### src/rtl/trunk_data_pkg.sv
// Shared constants for the trunk data module option block.
package trunk_data_pkg;

    // ------------------------------------------------------------------
    // Register byte addresses
    // ------------------------------------------------------------------
    localparam logic [7:0] OPTIONS_ADDR = 8'h00;
    localparam logic [7:0] RATES_ADDR = 8'h04;
    localparam logic [7:0] CALL_CTRL_ADDR = 8'h08;
    localparam logic [7:0] STATUS_ADDR = 8'h0C;
    localparam logic [7:0] EVENTS_ADDR = 8'h10;
    localparam logic [7:0] DIAL_ADDR = 8'h14;

    // ------------------------------------------------------------------
    // Option register fields
    // ------------------------------------------------------------------
    localparam int OPT_WIDTH = 18;
    localparam int OPT_TRIPLE_BREAK = 0;
    localparam int OPT_HALF_DUPLEX = 1;
    localparam int OPT_CLOCKED = 2;
    localparam int OPT_EXT_CLOCK = 3;
    localparam int OPT_SPACING_HANGUP = 4;
    localparam int OPT_KEYPAD = 5;
    localparam int OPT_PARITY_HIGH = 6;
    localparam int OPT_PARITY_LOW = 7;
    localparam int OPT_DIAL_NETWORK = 8;
    localparam int OPT_CARRIER_HANGUP = 9;
    localparam int OPT_CI12 = 10;
    localparam int OPT_CN_CIRCUIT_ROUTE_HIGH = 11;
    localparam int OPT_TEST_MODE_CIRCUIT_ROUTE = 12;
    localparam int OPT_CI13 = 13;
    localparam int OPT_CN18 = 14;
    localparam int OPT_RATE_SELECT_CIRCUIT_ROUTE_A = 15;
    localparam int OPT_REMOTE_LOOP_CIRCUIT_ROUTE = 16;
    localparam int OPT_RATE_SELECT_CIRCUIT_ROUTE_B = 17;
    localparam logic [OPT_WIDTH-1:0] OPTIONS_RESET = 18'h0_0000;

    // ------------------------------------------------------------------
    // Rates: bit 0 low speed up to bit 8 at 64 kb/s
    // ------------------------------------------------------------------
    localparam int RATE_COUNT = 9;
    localparam int RATE_56K = 7;
    localparam int RATE_64K = 8;
    localparam logic [RATE_COUNT-1:0] RATES_RESET = 9'h000;
    localparam logic [3:0] RATE_NONE = 4'hF;

    // ------------------------------------------------------------------
    // Call control and event bits
    // ------------------------------------------------------------------
    localparam int CTRL_ORIGINATE = 0;
    localparam int CTRL_HANGUP = 1;
    localparam int EV_TRIPLE_BREAK = 0;
    localparam int EV_SPACING = 1;
    localparam int EV_CARRIER = 2;
    localparam int EV_ROUTE_CONFLICT = 3;
    localparam int EV_DIAL_REFUSED = 4;
    localparam int EV_WIDTH = 5;

    // ------------------------------------------------------------------
    // Timing
    // ------------------------------------------------------------------
    localparam int CLK_HZ = 25_000_000;
    localparam int SPACING_HANGUP_S = 2;
    localparam int SPACING_CYCLES = SPACING_HANGUP_S * CLK_HZ;
    localparam int BREAK_MIN_MS = 100;
    localparam int BREAK_CYCLES = BREAK_MIN_MS * (CLK_HZ / 1000);
    localparam int BREAK_GAP_MS = 1000;
    localparam int BREAK_GAP_CYCLES = BREAK_GAP_MS * (CLK_HZ / 1000);

    typedef enum logic [1:0] {
        CALL_IDLE,
        CALL_DIALING,
        CALL_CONNECTED
    } call_state_t;

endpackage

### src/rtl/trunk_data_module.sv
// Option-controlled call, framing and lead-routing logic of the trunk data module.
//
// Functional notes
// Triple break from terminal tears down call when enabled; ignored when disabled.
// Two seconds continuous spacing ends call when enabled; ignored with dial-network modems.
// ASCII keypad dialing accepted only while its option is on.
// Parity selectors: on/off even, on/on odd, off/off zero, off/on one.
// Modem class selector: on means dial-network modems, off leased line modems.
// Loss of received line signal ends call only when its option is on.
// CN and TM may each reach position 25, never both together.
// Secondary CI reaches position 13 only with dial-network class and option on.
// CI reaches position 12 only while its routing option is on.
// CN reaches position 18 only while its routing option is on.
// CH reaches position 23 only while its routing option is on.
// RL reaches position 21 only while its routing option is on.
// Secondary CH reaches position 19 only while its routing option is on.
// Selectors pick half duplex, clocked framing, external timing when on.
// 64 kb/s forces clocked framing, local timing and full duplex.
// 56 kb/s forces clocked framing and external timing.
// Both ends use the highest rate enabled at both ends.
`timescale 1ns/1ps
module trunk_data_module
    import trunk_data_pkg::*;
#(
    parameter int SpacingCycles = SPACING_CYCLES,
    parameter int BreakCycles = BREAK_CYCLES,
    parameter int BreakGapCycles = BREAK_GAP_CYCLES
) (
    // Clock and reset
    input wire logic clk_sys,
    input wire logic rstn,
    // AHB-Lite slave
    input wire logic hsel,
    input wire logic [31:0] haddr,
    input wire logic [1:0] htrans,
    input wire logic hwrite,
    input wire logic [2:0] hsize,
    input wire logic [31:0] hwdata,
    input wire logic hready,
    output logic hreadyout,
    output logic hresp,
    output logic [31:0] hrdata,
    // Terminal side
    input wire logic termTxd,
    input wire logic termCharValid,
    input wire logic [6:0] termChar,
    output logic parityBit,
    // Switch side
    input wire logic switchAnswer,
    input wire logic [RATE_COUNT-1:0] farRates,
    output logic callActive,
    output logic hangupPulse,
    // Modem side
    input wire logic carrierDetect,
    // Interface circuits to be routed
    input wire logic ciCircuit,
    input wire logic ci2Circuit,
    input wire logic cnCircuit,
    input wire logic tmCircuit,
    input wire logic chCircuit,
    input wire logic ch2Circuit,
    input wire logic rlCircuit,
    // Connector positions, value and drive enable
    output logic pin12,
    output logic pin12Oe,
    output logic pin13,
    output logic pin13Oe,
    output logic pin18,
    output logic pin18Oe,
    output logic pin19,
    output logic pin19Oe,
    output logic pin21,
    output logic pin21Oe,
    output logic pin23,
    output logic pin23Oe,
    output logic pin25,
    output logic pin25Oe,
    // Effective line configuration
    output logic halfDuplex,
    output logic clockedFraming,
    output logic externalTiming,
    output logic [3:0] agreedRate
);

    // ------------------------------------------------------------------
    // Bus slave
    // ------------------------------------------------------------------
    logic [OPT_WIDTH-1:0] options;
    logic [RATE_COUNT-1:0] rates;
    logic [EV_WIDTH-1:0] events;
    logic [6:0] dialChar;
    logic [7:0] dialCount;
    call_state_t callState;
    logic wrPending;
    logic [7:0] wrAddr;

    wire addrPhase = hsel && hready && htrans[1];
    wire wrOptions = wrPending && (wrAddr == OPTIONS_ADDR);
    wire wrRates = wrPending && (wrAddr == RATES_ADDR);
    wire wrCtrl = wrPending && (wrAddr == CALL_CTRL_ADDR);
    wire wrEvents = wrPending && (wrAddr == EVENTS_ADDR);
    wire [7:0] rdAddr = haddr[7:0];

    always_ff @(posedge clk_sys) begin
        if (!rstn) begin
            wrPending <= 1'b0;
            wrAddr <= 8'h00;
        end else begin
            wrPending <= addrPhase && hwrite;
            wrAddr <= haddr[7:0];
        end
    end

    wire [31:0] statusWord = {16'h0000, 2'b00, callState, agreedRate,
        1'b0, clockedFraming, externalTiming, halfDuplex, 4'h0};
    wire [31:0] next_hrdata =
        (rdAddr == OPTIONS_ADDR) ? {{(32-OPT_WIDTH){1'b0}}, options} :
        (rdAddr == RATES_ADDR) ? {{(32-RATE_COUNT){1'b0}}, rates} :
        (rdAddr == STATUS_ADDR) ? statusWord :
        (rdAddr == EVENTS_ADDR) ? {{(32-EV_WIDTH){1'b0}}, events} :
        (rdAddr == DIAL_ADDR) ? {16'h0000, dialCount, 1'b0, dialChar} : 32'h0000_0000;

    always_ff @(posedge clk_sys) begin
        if (!rstn) begin
            hrdata <= 32'h0000_0000;
        end else if (addrPhase && !hwrite) begin
            hrdata <= next_hrdata;
        end
    end

    // Zero wait states keep the master simple; every access answers OKAY.
    assign hreadyout = 1'b1;
    assign hresp = 1'b0;

    always_ff @(posedge clk_sys) begin
        if (!rstn) begin
            options <= OPTIONS_RESET;
            rates <= RATES_RESET;
        end else begin
            if (wrOptions) begin
                options <= hwdata[OPT_WIDTH-1:0];
            end
            if (wrRates) begin
                rates <= hwdata[RATE_COUNT-1:0];
            end
        end
    end

    // ------------------------------------------------------------------
    // Rate agreement and effective framing
    // ------------------------------------------------------------------
    wire [RATE_COUNT-1:0] commonRates = rates & farRates;
    logic [3:0] highestCommon;

    always_comb begin
        highestCommon = RATE_NONE;
        for (int i = 0; i < RATE_COUNT; i++) begin
            if (commonRates[i]) begin
                highestCommon = 4'(i);
            end
        end
    end

    wire at64k = (highestCommon == 4'(RATE_64K));
    wire at56k = (highestCommon == 4'(RATE_56K));
    wire next_halfDuplex = at64k ? 1'b0 : options[OPT_HALF_DUPLEX];
    wire next_clocked = (at64k || at56k) ? 1'b1 : options[OPT_CLOCKED];
    wire next_external = at64k ? 1'b0 : (at56k ? 1'b1 : options[OPT_EXT_CLOCK]);

    always_ff @(posedge clk_sys) begin
        if (!rstn) begin
            agreedRate <= RATE_NONE;
            halfDuplex <= 1'b0;
            clockedFraming <= 1'b0;
            externalTiming <= 1'b0;
        end else begin
            agreedRate <= highestCommon;
            halfDuplex <= next_halfDuplex;
            clockedFraming <= next_clocked;
            externalTiming <= next_external;
        end
    end

    // ------------------------------------------------------------------
    // Parity generation
    // ------------------------------------------------------------------
    wire parityHigh = options[OPT_PARITY_HIGH];
    wire parityLow = options[OPT_PARITY_LOW];
    wire evenBit = ^termChar;
    wire next_parityBit = parityHigh ? (parityLow ? ~evenBit : evenBit) : parityLow;

    always_ff @(posedge clk_sys) begin
        if (!rstn) begin
            parityBit <= 1'b0;
        end else if (termCharValid) begin
            parityBit <= next_parityBit;
        end
    end

    // ------------------------------------------------------------------
    // Line watchers: spacing, breaks, carrier
    // ------------------------------------------------------------------
    // Spacing is a low terminal transmit line.
    logic [31:0] spaceCount;
    logic [31:0] markCount;
    logic [1:0] breakCount;
    logic breakSeen;

    wire spacing = !termTxd;
    wire connected = (callState == CALL_CONNECTED);
    wire dialNetwork = options[OPT_DIAL_NETWORK];
    wire spacingLimit = spacing && (spaceCount == 32'(SpacingCycles - 1));
    wire breakLimit = spacing && (spaceCount == 32'(BreakCycles - 1));
    wire gapExpired = !spacing && (markCount >= 32'(BreakGapCycles - 1));

    // The counters saturate so an endless space cannot wrap and retrigger.
    always_ff @(posedge clk_sys) begin
        if (!rstn) begin
            spaceCount <= 32'h0000_0000;
            markCount <= 32'h0000_0000;
        end else begin
            if (!spacing || !connected) begin
                spaceCount <= 32'h0000_0000;
            end else if (spaceCount != 32'hFFFF_FFFF) begin
                spaceCount <= spaceCount + 32'h0000_0001;
            end
            if (spacing || !connected) begin
                markCount <= 32'h0000_0000;
            end else if (!gapExpired) begin
                markCount <= markCount + 32'h0000_0001;
            end
        end
    end

    // A break counts once it returns to mark; a long mark between breaks restarts the count.
    always_ff @(posedge clk_sys) begin
        if (!rstn) begin
            breakSeen <= 1'b0;
            breakCount <= 2'd0;
        end else if (!connected || gapExpired) begin
            breakSeen <= 1'b0;
            breakCount <= 2'd0;
        end else if (breakLimit) begin
            breakSeen <= 1'b1;
        end else if (breakSeen && !spacing) begin
            breakSeen <= 1'b0;
            breakCount <= breakCount + 2'd1;
        end
    end

    wire thirdBreak = breakSeen && !spacing && (breakCount == 2'd2);
    wire tripleHangup = connected && options[OPT_TRIPLE_BREAK] && thirdBreak;
    wire spacingHangup = connected && options[OPT_SPACING_HANGUP] && !dialNetwork
        && spacingLimit;
    wire carrierHangup = connected && options[OPT_CARRIER_HANGUP] && !carrierDetect;
    wire localHangup = wrCtrl && hwdata[CTRL_HANGUP] && (callState != CALL_IDLE);
    wire anyHangup = tripleHangup || spacingHangup || carrierHangup || localHangup;

    // ------------------------------------------------------------------
    // Call state and keypad dialing
    // ------------------------------------------------------------------
    wire originate = wrCtrl && hwdata[CTRL_ORIGINATE] && (callState == CALL_IDLE);
    wire dialTake = termCharValid && (callState == CALL_DIALING);
    wire dialAccept = dialTake && options[OPT_KEYPAD];
    wire dialRefuse = dialTake && !options[OPT_KEYPAD];
    wire routeConflict = options[OPT_CN_CIRCUIT_ROUTE_HIGH] && options[OPT_TEST_MODE_CIRCUIT_ROUTE];

    always_ff @(posedge clk_sys) begin
        if (!rstn) begin
            callState <= CALL_IDLE;
        end else if (anyHangup) begin
            callState <= CALL_IDLE;
        end else begin
            unique case (callState)
                CALL_IDLE: begin
                    if (originate) begin
                        callState <= CALL_DIALING;
                    end
                end
                CALL_DIALING: begin
                    if (switchAnswer) begin
                        callState <= CALL_CONNECTED;
                    end
                end
                CALL_CONNECTED: begin
                    callState <= CALL_CONNECTED;
                end
            endcase
        end
    end

    always_ff @(posedge clk_sys) begin
        if (!rstn) begin
            dialChar <= 7'h00;
            dialCount <= 8'h00;
        end else if (originate) begin
            dialCount <= 8'h00;
        end else if (dialAccept) begin
            dialChar <= termChar;
            dialCount <= dialCount + 8'h01;
        end
    end

    wire [EV_WIDTH-1:0] eventSet = {dialRefuse, routeConflict, carrierHangup,
        spacingHangup, tripleHangup};
    wire [EV_WIDTH-1:0] eventClear = wrEvents ? hwdata[EV_WIDTH-1:0] : '0;

    // A new event in the clearing cycle survives the write-one-to-clear.
    always_ff @(posedge clk_sys) begin
        if (!rstn) begin
            events <= '0;
            hangupPulse <= 1'b0;
        end else begin
            events <= (events & ~eventClear) | eventSet;
            hangupPulse <= anyHangup;
        end
    end

    assign callActive = connected;

    // ------------------------------------------------------------------
    // Lead routing
    // ------------------------------------------------------------------
    // A conflicting CN/TM setting releases position 25 rather than pick a winner.
    assign pin25Oe = (options[OPT_CN_CIRCUIT_ROUTE_HIGH] ^ options[OPT_TEST_MODE_CIRCUIT_ROUTE]);
    assign pin25 = pin25Oe && (options[OPT_CN_CIRCUIT_ROUTE_HIGH] ? cnCircuit : tmCircuit);
    assign pin13Oe = options[OPT_CI13] && dialNetwork;
    assign pin13 = pin13Oe && ci2Circuit;
    assign pin12Oe = options[OPT_CI12];
    assign pin12 = pin12Oe && ciCircuit;
    assign pin18Oe = options[OPT_CN18];
    assign pin18 = pin18Oe && cnCircuit;
    assign pin23Oe = options[OPT_RATE_SELECT_CIRCUIT_ROUTE_A];
    assign pin23 = pin23Oe && chCircuit;
    assign pin21Oe = options[OPT_REMOTE_LOOP_CIRCUIT_ROUTE];
    assign pin21 = pin21Oe && rlCircuit;
    assign pin19Oe = options[OPT_RATE_SELECT_CIRCUIT_ROUTE_B];
    assign pin19 = pin19Oe && ch2Circuit;

endmodule

### config.mk
export PLATFORM = sky130hd
export DESIGN_NAME = trunk_data_module
export DESIGN_NICKNAME = d
export VERILOG_FILES = /design/src/rtl/trunk_data_pkg.sv /design/src/rtl/trunk_data_module.sv
export SDC_FILE = /design/constraint.sdc
export NUM_CORES = 1
export LEC_CHECK = 0
export BUFFER_PORTS_ARGS = -buffer_cell sky130_fd_sc_hd__buf_2
export CORE_MARGIN = 2
export CORE_UTILIZATION = 45
export DETAILED_ROUTE_END_ITERATION = 16
export PLACE_DENSITY = 0.68
export SLEW_MARGIN = 0
export SYNTH_ARGS = -nofsm -noshare
export SYNTH_HDL_FRONTEND = slang
export SYNTH_SLANG_ARGS = --single-unit
### constraint.sdc
create_clock -name clk_sys -period 2.7 [get_ports clk_sys]
set_input_delay 0.27 -clock clk_sys [delete_from_list [all_inputs] [get_ports clk_sys]]
set_output_delay 0.27 -clock clk_sys [all_outputs]
set_load 0.01 [all_outputs]
==> results.md <==
* Asr flop ratio synth at 0
* Synth Instances at 822
* Cell taking the most area after synthesis: dfxtp_1
* Final net count at 1035
* TritonCTS clock tree: yes
* Chip Width at 129 um
* First-pass GRT wire length at 28.7 mm
* Critical path class: register to register
* CTS H-tree lvls at 4
* Max Clk Rate at 0.413 GHz
* Synth warnings at 0
* Routed len/inst at 15.5 um
* Fraction of layout cells with a size suffix above 1 at 0.180
* Synth cell types at 60
* CP cell instances: or4b_1 -> or4_1 -> or3b_1 -> mux2i_1 -> nor2_1
* Fillers at 1444
* Vias in the first global route at 5792
* Resized Gates After CTS at 0
* Footprint of the multi-input gates at 0.00369 mm^2
* CTS Root Cell: clkbuf_16
* Worst slew pin tran at 700 ps
* Hold Slack at 63.2 ps
* Max-cap violations at 0
* Area grow syn2layout at 18.2%
* Worst r2r dst: rates[2]
* Total wire length at 17.5 mm
* Endpoints failing setup at 0
* Final Cycle Share at 0.896
* Post-DRT Antenna Nets at 0
* Max-slew violations at 0
* Final clock skew at 8.25 ps
* Remaining DRCs at 0
* Dpl hpwl at 12.5 mm
* Hold worst-path end: wrAddr[6]
* Share of the synthesized area in the top cell type at 0.435
* Max Root-Sink Buffers at 2
* Initial Util at 0.460
* Critical path data required time at 3020 ps
* Hold path startpoint: haddr[6]
* Arrival @ worst endpoint at 2730 ps
* Ys flop type: dfxtp_1
* IO Pins at 159
* Iter 0 DRT Violations at 430
* Clk slew on worst S/H paths at 60 ps
* Max IR drop VDD at 0.422 mV
* Min cycle time layout at 2420 ps
* Via density at 5.42
* Post-synth EDFFs at 0
* End-of-flow core utilization at 0.544
* Cell area after synthesis at 0.00699 mm^2
* Clk_lat worst skew at 430 ps
* DIE AREA at 0.0165 mm^2
* Worst Path Max Fanout at 9
* Sequential area share after synthesis at 0.435
* Largest net degree at the start of global routing at 34
* Gr usage total at 0.220
* Die Y at 129 um
* Crit path capture type: register
* Rows at 45
* Crit-path slowest cell: or3b_1
* Initial DRT Pass Iterations at 5
* TritonCTS Buffers at 17
* Avg Synthesized Cell Area at 8.50 um^2
* R2R depth at 5
* WHS Path Cells at 2
* Vias at 6115
* Most area-consuming cells after synthesis: dfxtp_1 (44%), nor2_1 (5.8%), mux2i_1 (5.0%)
* Cts hold-fix bufs at 0
* Sequential Area at 0.00304 mm^2
* Setup Fix Bufs, Post-CTS at 0
* Crit path from: wrAddr[5]
* Final GP Congestion at 0.819
* Grt ovf at 0
* Leak at 3.28 nW
* Min-Delay Path Class: input port to register
* FF+latch count, synth at 152
* Max stage delay on crit path at 640 ps
* Fin. Hold Viols at 0
* Status: finished clean
* Core area at 0.0152 mm^2
* Count of input and output buffers at 100
* Clock sink total at 152
* Startpoint types: register
* Antenna violations before repair at 1
* Reg-to-reg critical path startpoint: wrAddr[5]
* Reg2reg setup slack at 280 ps
* Worst slew margin at 0.528
* Final TNS setup at 0 ps
* Pwr dens at 593 mW/mm^2
* Unrepaired setup endpoints after global routing: no
[cell type report]
class,count,share of cell area
clock buffer,17,0.0515
multi-input combinational,624,0.447
sequential,152,0.368
tap,188,0.0285
antenna,1,0.000303
timing repair buffer,121,0.0796
inverter,10,0.00454
clock inverter,15,0.0204
[through the flow]
| step | worst slack, ps | cell area, um^2 | power [mW] | std cells |
|---|---|---|---|---|
| 6_report | 280 | 8270 | 4.90 | 1128 |
| 2_1_floorplan | 668 | 7040 | 2.47 | 836 |
| 4_1_cts | 287 | 8260 | 4.95 | 1127 |
| 5_1_grt | 185 | 8270 | 5.07 | 1128 |
| 3_5_place_dp | 340 | 7670 | 2.56 | 1095 |
| 3_3_place_gp | 343 | 7670 | 2.56 | 1095 |
[where the power goes]
group	switching [mW]	internal (mW)	total [mW]
clock network	1.01	1.38	2.39
logic	0.137	0.0964	0.233
registers	0.0124	2.26	2.28
total	1.16	3.74	4.90
[Yosys cell counts (11+ instances only)]
library cell    n
o31ai_1        11
or4_1          11
dfxtp_1       152
nor2_1        108
or3_1          21
o21ai_0        39
a21oi_1        51
nand2_1        78
nand4_1        21
clkbuf_1       25
nor3_1         15
xnor2_1        26
nand3_1        42
and3_1         12
mux2i_1        35
buf_4          17
and2_1         30
xor2_1         15
[metal layers]
metal	vias up	routed length [um]	global-route usage
met5	-	0	0
met4	0	368	0.0876
met3	23	967	0.0499
met2	157	7720	0.337
met1	2836	8460	0.301
li1	3099	-	-
[cells in the final DEF (no fill, tap or decap), types with 17 or more instances in the layout]
cell type	instances
nor2_1	108
clkbuf_16	17
buf_2	100
xnor2_1	26
or3_1	21
mux2i_1	35
nand2_1	78
buf_4	21
and2_1	30
nand3_1	42
dfxtp_1	152
nand4_1	21
o21ai_0	39
a21oi_1	51
[critical path: cells and delay by family, from the launching register on]
kind,cells,cell delay (ps)
muxes,1,270
DFF,1,290
and+or+nand+nor,4,1740
[worst max path at each step]
stage,slack (ps),to,cells past startpoint
6_report,280,rates[2],5
2_1_floorplan,670,rates[8],6
4_1_cts,290,rates[2],5
5_1_grt,180,rates[1],5
3_3_place_gp,340,rates[1],5
3_5_place_dp,340,rates[0],5
[registers in the layout (all words and copies together) (netlist names), 2 cells and up]
register / cells
hrdata: 18
markCount: 32
breakCount: 2
callState: 2
events: 5
rates: 9
dialCount: 8
dialChar: 7
options: 18
wrAddr: 8
spaceCount: 32
agreedRate: 4
[kinds of logic after synthesis]
| logic type | after synthesis | synth area share |
|---|---|---|
| other cells | 2 | 0.00107 |
| simple gates | 385 | 0.281 |
| compound gates | 134 | 0.115 |
| buf+inv | 60 | 0.0437 |
| flops | 152 | 0.435 |
| fa+ha+maj | 8 | 0.0143 |
| xor+xnor | 41 | 0.0514 |
| mux | 40 | 0.0582 |
Note: power is estimated with default switching activity, not from simulation.
